===== src/logic/flash_cmd_params.svh =====
// constants for the flash write-latch and block-lock command block
`ifndef FLASH_CMD_PARAMS_SVH
`define FLASH_CMD_PARAMS_SVH
`define OPC_WRITE_ENABLE 8'h06
`define OPC_WRITE_DISABLE 8'h04
`define OPC_VOL_ENABLE 8'h50
`define OPC_BLOCK_LOCK 8'h36
`define OPC_BLOCK_UNLOCK 8'h39
`define OPC_STATUS_WRITE 8'h01
`define OPC_STATUS_WRITE_2 8'h31
`define OPC_STATUS_WRITE_3 8'h11
`define OPC_STATUS_WRITE_4 8'h71
`define OPC_PROGRAM 8'h02
`define OPC_PROGRAM_DUAL 8'hA2
`define OPC_PROGRAM_QUAD 8'h32
`define OPC_PROGRAM_SEQ_A 8'hAF
`define OPC_PROGRAM_SEQ_B 8'hAD
`define OPC_ERASE_4K 8'h20
`define OPC_ERASE_32K 8'h52
`define OPC_ERASE_64K 8'hD8
`define OPC_ERASE_CHIP_A 8'h60
`define OPC_ERASE_CHIP_B 8'hC7
`define OPC_OTP_PROGRAM 8'h9B
`define BITS_PER_BYTE 8
`define ADDR_BYTES 3
`define BLOCK_SHIFT 12
`define LOCK_RESET_VALUE 1'b1
`endif


===== src/logic/flash_cmd_pkg.sv =====
// types shared by the flash command block
package flash_cmd_pkg;
  typedef enum logic [1:0] {
    ST_IDLE = 2'b00,
    ST_OPCODE = 2'b01,
    ST_ADDR = 2'b10,
    ST_TAIL = 2'b11
  } cmd_state_e;
  typedef enum logic [1:0] {
    CL_OTHER = 2'b00,
    CL_GUARDED = 2'b01,
    CL_STATUS_WRITE = 2'b10,
    CL_ARRAY_WRITE = 2'b11
  } cmd_class_e;
endpackage


===== src/logic/serial_shift_in.sv =====
// msb-first serial shifter with bit counter, restarted at chip select assertion
`include "flash_cmd_params.svh"
module serial_shift_in #(
  parameter int CNT_W = 6
) (
  input wire logic ref_clk_i,
  input wire logic reset_n_i,
  input wire logic start_i,
  input wire logic bit_valid_i,
  input wire logic bit_i,
  output logic [31:0] shift_o,
  output logic [CNT_W-1:0] count_o
);
  logic [31:0] shift_ff;
  logic [31:0] nxt_shift;
  logic [CNT_W-1:0] count_ff;
  logic [CNT_W-1:0] nxt_count;

  // counter saturates so a long frame cannot wrap back to a byte boundary alias
  always_comb begin
    nxt_shift = shift_ff;
    nxt_count = count_ff;
    if (start_i) begin
      nxt_shift = 32'h0000_0000;
      nxt_count = '0;
    end else if (bit_valid_i) begin
      nxt_shift = {shift_ff[30:0], bit_i};
      if (count_ff != {CNT_W{1'b1}}) begin
        nxt_count = count_ff + 1'b1;
      end
    end
  end

  always_ff @(posedge ref_clk_i) begin
    if (!reset_n_i) begin
      shift_ff <= 32'h0000_0000;
      count_ff <= '0;
    end else begin
      shift_ff <= nxt_shift;
      count_ff <= nxt_count;
    end
  end

  assign shift_o = shift_ff;
  assign count_o = count_ff;
endmodule


===== src/logic/block_lock_array.sv =====
// per-block lock bits, one flip-flop per 4 kB region
`include "flash_cmd_params.svh"
module block_lock_array #(
  parameter int NUM_BLOCKS = 128,
  parameter int IDX_W = 7
) (
  input wire logic ref_clk_i,
  input wire logic reset_n_i,
  input wire logic wr_i,
  input wire logic [IDX_W-1:0] wr_idx_i,
  input wire logic wr_val_i,
  input wire logic [IDX_W-1:0] rd_idx_i,
  output logic rd_val_o
);
  logic [NUM_BLOCKS-1:0] lock_ff;
  logic [NUM_BLOCKS-1:0] nxt_lock;

  // one write port; the index picks the block
  genvar g;
  generate
    for (g = 0; g < NUM_BLOCKS; g++) begin : g_lock
      always_comb begin
        nxt_lock[g] = lock_ff[g];
        if (wr_i && (wr_idx_i == IDX_W'(g))) begin
          nxt_lock[g] = wr_val_i;
        end
      end
    end
  endgenerate

  // every region starts protected
  always_ff @(posedge ref_clk_i) begin
    if (!reset_n_i) begin
      lock_ff <= {NUM_BLOCKS{`LOCK_RESET_VALUE}};
    end else begin
      lock_ff <= nxt_lock;
    end
  end

  assign rd_val_o = lock_ff[rd_idx_i];
endmodule


===== src/logic/flash_write_latch_block_lock.sv =====
// command decoder for write latch, volatile status enable and per-block locking
// Functional notes
// - chip select rising off a byte boundary aborts with no effect
// - opcode 04h clears the write enable latch at chip select rise
// - latch clear refuses program, erase and otp program commands, and status write commands unless volatile enable is pending
// - 04h and 50h are opcode-only, no address or data
// - opcodes are eight serial clocks, msb first
// - 50h never sets the write enable latch
// - volatile enable covers only a status write sent as the very next command, then is consumed
// - 36h lock: opcode then three address bytes, msb A23 first
// - 39h unlock: opcode then three address bytes, msb first
// - lock and unlock need the latch set beforehand, else refused
// - valid lock/unlock updates the addressed bit then clears the latch
// - lock bits protect only with block_protect_select set, else range fields
// - all lock bits reset to one, every block locked against program and 4K/32K/64K erase
// - address selects block; program/erase to a locked block is rejected
// - opcode 06h sets the write enable latch at chip select rise
// - one lock bit per 4 kB region, address bits above the low twelve
`include "flash_cmd_params.svh"
module flash_write_latch_block_lock
  import flash_cmd_pkg::*;
#(
  parameter int ADDR_W = 19,
  parameter int NUM_BLOCKS = 128
) (
  input wire logic ref_clk_i,
  input wire logic reset_n_i,
  input wire logic cs_n_i,
  input wire logic sclk_rise_i,
  input wire logic si_i,
  input wire logic block_protect_select_i,
  input wire logic range_protected_i,
  output logic write_enable_latch_o,
  output logic volatile_enable_o,
  output logic cmd_exec_o,
  output logic [7:0] cmd_opcode_o,
  output logic [23:0] cmd_addr_o,
  output logic cmd_volatile_o,
  output logic cmd_refused_o,
  output logic cmd_aborted_o
);
  localparam int IDX_W = ADDR_W - `BLOCK_SHIFT;
  localparam int CNT_W = 6;
  localparam logic [CNT_W-1:0] OPC_BITS = CNT_W'(`BITS_PER_BYTE);
  localparam logic [CNT_W-1:0] ADDR_BITS = CNT_W'(`BITS_PER_BYTE * (`ADDR_BYTES + 1));

  logic cs_n_ff;
  logic start;
  logic cs_rise;
  logic [31:0] shift;
  logic [CNT_W-1:0] bit_count;
  logic [7:0] opcode_ff;
  logic [7:0] nxt_opcode;
  cmd_state_e state_ff;
  cmd_state_e nxt_state;
  logic wel_ff;
  logic nxt_wel;
  logic vol_ff;
  logic nxt_vol;
  logic exec_ff;
  logic nxt_exec;
  logic [7:0] exec_opc_ff;
  logic [7:0] nxt_exec_opc;
  logic [23:0] exec_addr_ff;
  logic [23:0] nxt_exec_addr;
  logic exec_vol_ff;
  logic nxt_exec_vol;
  logic refused_ff;
  logic nxt_refused;
  logic aborted_ff;
  logic nxt_aborted;
  logic lock_wr;
  logic lock_val;
  logic [IDX_W-1:0] lock_wr_idx;
  logic block_locked;
  logic [23:0] frame_addr;
  logic byte_aligned;
  cmd_class_e opc_class;

  // chip select edges; the pin is taken as synchronous to ref_clk_i
  always_ff @(posedge ref_clk_i) begin
    if (!reset_n_i) begin
      cs_n_ff <= 1'b1;
    end else begin
      cs_n_ff <= cs_n_i;
    end
  end
  assign start = cs_n_ff && !cs_n_i;
  assign cs_rise = !cs_n_ff && cs_n_i;

  // msb-first shift of opcode and address
  serial_shift_in #(
    .CNT_W(CNT_W)
  ) u_shift (
    .ref_clk_i(ref_clk_i),
    .reset_n_i(reset_n_i),
    .start_i(start),
    .bit_valid_i(sclk_rise_i && !cs_n_i),
    .bit_i(si_i),
    .shift_o(shift),
    .count_o(bit_count)
  );

  assign frame_addr = shift[23:0];
  assign byte_aligned = (bit_count[2:0] == 3'b000);

  // block index from address bits above the low twelve
  assign lock_wr_idx = frame_addr[ADDR_W-1:`BLOCK_SHIFT];

  block_lock_array #(
    .NUM_BLOCKS(NUM_BLOCKS),
    .IDX_W(IDX_W)
  ) u_locks (
    .ref_clk_i(ref_clk_i),
    .reset_n_i(reset_n_i),
    .wr_i(lock_wr),
    .wr_idx_i(lock_wr_idx),
    .wr_val_i(lock_val),
    .rd_idx_i(lock_wr_idx),
    .rd_val_o(block_locked)
  );

  // classify the opcode by what the latch guards
  always_comb begin
    case (opcode_ff)
      `OPC_STATUS_WRITE, `OPC_STATUS_WRITE_2, `OPC_STATUS_WRITE_3,
      `OPC_STATUS_WRITE_4: opc_class = CL_STATUS_WRITE;
      `OPC_PROGRAM, `OPC_PROGRAM_DUAL, `OPC_PROGRAM_QUAD, `OPC_PROGRAM_SEQ_A,
      `OPC_PROGRAM_SEQ_B, `OPC_ERASE_4K, `OPC_ERASE_32K, `OPC_ERASE_64K: begin
        opc_class = CL_ARRAY_WRITE;
      end
      `OPC_ERASE_CHIP_A, `OPC_ERASE_CHIP_B, `OPC_OTP_PROGRAM: opc_class = CL_GUARDED;
      default: opc_class = CL_OTHER;
    endcase
  end

  // frame phase tracking; opcode latched once eight bits are in
  always_comb begin
    nxt_state = state_ff;
    nxt_opcode = opcode_ff;
    case (state_ff)
      ST_IDLE: begin
        if (start) begin
          nxt_state = ST_OPCODE;
        end
      end
      ST_OPCODE: begin
        if (cs_rise) begin
          nxt_state = ST_IDLE;
        end else if (bit_count == OPC_BITS) begin
          nxt_opcode = shift[7:0];
          nxt_state = ST_ADDR;
        end
      end
      ST_ADDR: begin
        if (cs_rise) begin
          nxt_state = ST_IDLE;
        end else if (bit_count == ADDR_BITS) begin
          nxt_state = ST_TAIL;
        end
      end
      ST_TAIL: begin
        if (cs_rise) begin
          nxt_state = ST_IDLE;
        end
      end
      default: nxt_state = ST_IDLE;
    endcase
    if (start) begin
      nxt_opcode = 8'h00;
    end
  end

  // command completion at chip select rise
  always_comb begin
    nxt_wel = wel_ff;
    nxt_vol = vol_ff;
    nxt_exec = 1'b0;
    nxt_exec_opc = exec_opc_ff;
    nxt_exec_addr = exec_addr_ff;
    nxt_exec_vol = exec_vol_ff;
    nxt_refused = 1'b0;
    nxt_aborted = 1'b0;
    lock_wr = 1'b0;
    lock_val = 1'b0;
    if (cs_rise && state_ff != ST_IDLE) begin
      if (!byte_aligned || state_ff == ST_OPCODE) begin
        nxt_aborted = 1'b1; // no effect on any state
      end else begin
        case (opcode_ff)
          `OPC_WRITE_ENABLE: begin
            if (bit_count == OPC_BITS) begin
              nxt_wel = 1'b1;
              nxt_vol = 1'b0;
            end else begin
              nxt_aborted = 1'b1;
            end
          end
          `OPC_WRITE_DISABLE: begin
            if (bit_count == OPC_BITS) begin
              nxt_wel = 1'b0;
              nxt_vol = 1'b0;
            end else begin
              nxt_aborted = 1'b1;
            end
          end
          `OPC_VOL_ENABLE: begin
            if (bit_count == OPC_BITS) begin
              nxt_vol = 1'b1; // latch untouched
            end else begin
              nxt_aborted = 1'b1;
            end
          end
          `OPC_BLOCK_LOCK, `OPC_BLOCK_UNLOCK: begin
            // up to three whole bytes past the address are accepted, and the address is then taken from the last three bytes shifted in
            if (state_ff != ST_TAIL) begin
              nxt_aborted = 1'b1; // address incomplete
            end else if (!wel_ff) begin
              nxt_refused = 1'b1;
              nxt_vol = 1'b0;
            end else begin
              lock_wr = 1'b1;
              lock_val = (opcode_ff == `OPC_BLOCK_LOCK);
              // reported like any guarded command so the host side can see it ran
              nxt_exec = 1'b1;
              nxt_exec_vol = 1'b0;
              nxt_wel = 1'b0;
              nxt_vol = 1'b0;
            end
          end
          default: begin
            nxt_vol = 1'b0;
            if (opc_class == CL_STATUS_WRITE) begin
              // a volatile status write needs no latch
              if (wel_ff || vol_ff) begin
                nxt_exec = 1'b1;
                nxt_exec_vol = vol_ff;
                nxt_wel = 1'b0;
              end else begin
                nxt_refused = 1'b1;
              end
            end else if (opc_class == CL_GUARDED || opc_class == CL_ARRAY_WRITE) begin
              if (!wel_ff) begin
                nxt_refused = 1'b1;
              end else if (opc_class == CL_ARRAY_WRITE && state_ff != ST_TAIL) begin
                nxt_aborted = 1'b1;
              end else if (opc_class == CL_ARRAY_WRITE &&
                           (block_protect_select_i ? block_locked : range_protected_i)) begin
                nxt_refused = 1'b1;
                nxt_wel = 1'b0;
              end else begin
                nxt_exec = 1'b1;
                nxt_exec_vol = 1'b0;
                nxt_wel = 1'b0;
              end
            end
          end
        endcase
        if (nxt_exec) begin
          nxt_exec_opc = opcode_ff;
          nxt_exec_addr = frame_addr;
        end
      end
    end
  end

  // frame, latch and result state registered here
  always_ff @(posedge ref_clk_i) begin
    if (!reset_n_i) begin
      state_ff <= ST_IDLE;
      opcode_ff <= 8'h00;
      wel_ff <= 1'b0;
      vol_ff <= 1'b0;
      exec_ff <= 1'b0;
      exec_opc_ff <= 8'h00;
      exec_addr_ff <= 24'h00_0000;
      exec_vol_ff <= 1'b0;
      refused_ff <= 1'b0;
      aborted_ff <= 1'b0;
    end else begin
      state_ff <= nxt_state;
      opcode_ff <= nxt_opcode;
      wel_ff <= nxt_wel;
      vol_ff <= nxt_vol;
      exec_ff <= nxt_exec;
      exec_opc_ff <= nxt_exec_opc;
      exec_addr_ff <= nxt_exec_addr;
      exec_vol_ff <= nxt_exec_vol;
      refused_ff <= nxt_refused;
      aborted_ff <= nxt_aborted;
    end
  end

  assign write_enable_latch_o = wel_ff;
  assign volatile_enable_o = vol_ff;
  assign cmd_exec_o = exec_ff;
  assign cmd_opcode_o = exec_opc_ff;
  assign cmd_addr_o = exec_addr_ff;
  assign cmd_volatile_o = exec_vol_ff;
  assign cmd_refused_o = refused_ff;
  assign cmd_aborted_o = aborted_ff;
endmodule


===== config.mk =====
export PLATFORM = sky130hd
export DESIGN_NAME = flash_write_latch_block_lock
export DESIGN_NICKNAME = d
export VERILOG_FILES = /design/src/logic/flash_cmd_pkg.sv /design/src/logic/serial_shift_in.sv /design/src/logic/block_lock_array.sv /design/src/logic/flash_write_latch_block_lock.sv
export VERILOG_INCLUDE_DIRS = /design/src /design/src/logic
export SDC_FILE = /design/constraint.sdc
export NUM_CORES = 1
export LEC_CHECK = 0
export ABC_AREA = 1
export BUFFER_PORTS_ARGS = -buffer_cell sky130_fd_sc_hd__buf_2
export CORE_MARGIN = 4
export CORE_UTILIZATION = 52
export CTS_BUF_LIST = sky130_fd_sc_hd__clkbuf_4 sky130_fd_sc_hd__clkbuf_8
export DETAILED_ROUTE_END_ITERATION = 10
export GPL_TIMING_DRIVEN = 0
export PLACE_DENSITY_LB_ADDON = 0.15
export SLEW_MARGIN = 20
export SYNTH_ARGS = -nofsm -noshare
export SYNTH_HDL_FRONTEND = slang
export SYNTH_SLANG_ARGS = --single-unit

===== constraint.sdc =====
create_clock -name ref_clk_i -period 2.5 [get_ports ref_clk_i]
set_input_delay 0.25 -clock ref_clk_i [delete_from_list [all_inputs] [get_ports ref_clk_i]]
set_output_delay 0.25 -clock ref_clk_i [all_outputs]
set_load 0.01 [all_outputs]

==> out/results.ini <==
[synthesis]
synth.distinct_cells=41
yosysTopAreaCellShare=0.406
yosysTopAreaCell=dfxtp_1
synth_nets=1442
netlist_instances=1433
synth.avg_cell_area_sq_um=7.13
ys_warn_count=0
ys_seq_elements=207
synthTopCellsByArea=dfxtp_1, nand2_1, o311ai_0
async_reset_ff_frac=0
seq_area_frac_synth=0.406
synthFlopType=dfxtp_1
syn-cell-area_sq_um=10200
synth_edf_count=0

[detailed_routing]
drtAntennaViolNets=0
wire_per_inst_um=18.8
vias_per_cell=5.71
dr_total_vias=10500
remaining_drc_errors=0
drt_first_iter_violations=933
wl_um=34600
dr.pass1.iters=5

[cells_and_area]
drive_gt1_frac=0.174
layout.cells.most_common=nand2_1
fin_util=0.634
final-seq-area_sq_um=4150
postLayoutCellArea_sq_um=12300
antennaDiodeCount=0
area_growth_pct=20.3
final_cell_mix=nand2_1, dfxtp_1, inv_1, o21ai_0, nor2_1
multi_input_area_sq_um=4990
instances_no_fill=1839
fillers=1826
nNetsFinal=1557

[place]
place_inst=1742
hpwl_um=22700
pre_cts_slack_ns=-0.114
place.gp.congestion=1.02
port_buffers=44
dpl_cell_area_sq_um=10800

[setup_path]
cp_top_family=simple AND/OR/NAND/NOR gates
reg2regPathDepth=16
crit_arrival_ns=2.92
endpoint_kind=flip-flop
regToRegSetupSlack_ns=0.05
crit_chain=buf_12 > nand2_8 > buf_8 > buf_4 > o22ai_1 > o21ai_1 > nand2_1 > o21ai_2 > nand3_2 > nand3_2 > nand2_4 > nand4_4 > buf_2 > nand2_1 > inv_1 > nor2_1
startpoint_type=flip-flop
max_stage_delay_ns=0.40
path_depth=16
cpMaxStageDelayCell=dfxtp_4
required_ns=2.97
crit_fanout=6
critPathBufInv=5
critPathKind=flip-flop to flip-flop

[run_status]
status=finished clean

[floorplan]
die-width_um=148
rows=51
initial_core_util=0.527
pin_count=45
die_h_um=148
coreArea_sq_um=19400
die-area_sq_um=22000

[sta]
tightest_slew_ns=0.816
finalWorstSetupSlack_ns=0.0528
fmax_mhz=409
layout_min_cycle_time_ns=2.45
fin_tns_setup_ns=0
hold_violations=0
fin_skew_ns=0.0273
setup_violations=0
fin_crit_sh=0.979
slew_violations=0
relSlewSlack=0.456
holdWs_ns=0.0366
rsz0062_at_grt=true

[power_and_ir_drop]
power_mw=7.11
vdd_ir_drop_max_mv=0.404
power_density_nw_per_um2=578
p_leak_nw=5.53

[global_route]
grt_pass1_vias=9664
grt_pass1_wl_um=52100
grt_max_degree=11
grt.total_usage=0.298
overflow=0
antenna_found_initial=0

[clocking]
cts_tree=yes
clkSinkCount=207
clk_path_buf_depth=3
cts_buffers=36
cts_root_buffer=clkbuf_8
insertion_delay_ns=0.55
path_clk_slew_ns=0.06
htree_levels=2

[flow_run]
maxCapViolations=0

[min_path]
hold-path-cell-count=3
hp-class=input pin to flip-flop

==> sequential cells by signal, indices dropped and copies added, names as in the netlist <==
name / count
cmd_aborted_o: 1
volatile_enable_o: 1
cmd_volatile_o: 1
u_locks.lock_ff: 128
opcode_ff: 8
u_shift.shift_o: 24
write_enable_latch_o: 1
cmd_opcode_o: 8
cmd_addr_o: 24
u_shift.count_o: 6
cmd_exec_o: 1
cs_n_ff: 1
state_ff: 2
cmd_refused_o: 1
==> layer usage <==
layer | up-vias | GRT usage | share of wire
li1 | 5061 | - | -
met2 | 540 | 0.478 | 0.45
met4 | 0 | 0.162 | 0.059
met1 | 4772 | 0.378 | 0.40
met5 | - | 0 | 0
met3 | 135 | 0.0619 | 0.093
==> timing repair <==
action                     in CTS  in global routing
gates resized for setup         8                146
hold endpoints to repair        1                  0
hold buffers                    1                  0
setup endpoints to repair      32                163
setup buffers                   0                 24
gates cloned                    0                  8
pin swaps                       0                 20
==> synth_stat cells, types with 12 or more instances <==
master	instances
a21oi_1	40
buf_1	16
buf_2	12
buf_6	14
clkbuf_1	61
dfxtp_1	207
inv_1	198
nand2_1	302
nand3_1	23
nand3_2	27
nor2_1	143
o21ai_0	175
o21ai_1	18
o311ai_0	128
==> path summary, 6_finish.rpt <==
path                               startpoint                                to
max reg2reg  u_shift.shift_o[12]$_SDFFE_PP0P_       cmd_addr_o[16]$_SDFFE_PN0P_
max          u_shift.shift_o[12]$_SDFFE_PP0P_       cmd_addr_o[16]$_SDFFE_PN0P_
min reg2reg  u_shift.shift_o[23]$_SDFFE_PP0P_  u_shift.shift_o[23]$_SDFFE_PP0P_
min                                      si_i   u_shift.shift_o[0]$_SDFFE_PP0P_
==> worst register-to-register path, delay by kind of cell (launching register included) <==
kind | cells | cell delay, ns
and+or+nand+nor | 8 | 0.89
DFF | 1 | 0.40
AOI/OAI and AO/OA | 3 | 0.37
buffers and inverters | 5 | 0.72
==> report_power, final <==
group / internal, mW / switching [mW] / leakage [nW]
Combinational: 0.135 / 0.322 / 3.44
Clock: 1.85 / 1.45 / 0.411
Sequential: 3.33 / 0.0283 / 1.68
==> final cells by class <==
| type | instances | area share |
|---|---|---|
| Sequential cell | 207 | 0.338 |
| Clock inverter | 5 | 0.00234 |
| Inverter | 207 | 0.0638 |
| Buffer | 106 | 0.0569 |
| Timing Repair Buffer | 76 | 0.0468 |
| Clock buffer | 59 | 0.0594 |
| Multi-Input combinational cell | 914 | 0.406 |
| Tap cell | 265 | 0.0270 |
==> logic make-up (layout without fill, tap and decap cells) <==
family / Yosys count / in the layout / share of synthesized area
xor+xnor: 1 / 1 / 0.000857
fa+ha+maj: 2 / 2 / 0.00245
flops: 207 / 207 / 0.406
buf+inv: 313 / 453 / 0.128
compound gates: 383 / 383 / 0.240
simple gates: 527 / 528 / 0.223
No activity file was read; power rests on OpenSTA's default activity.
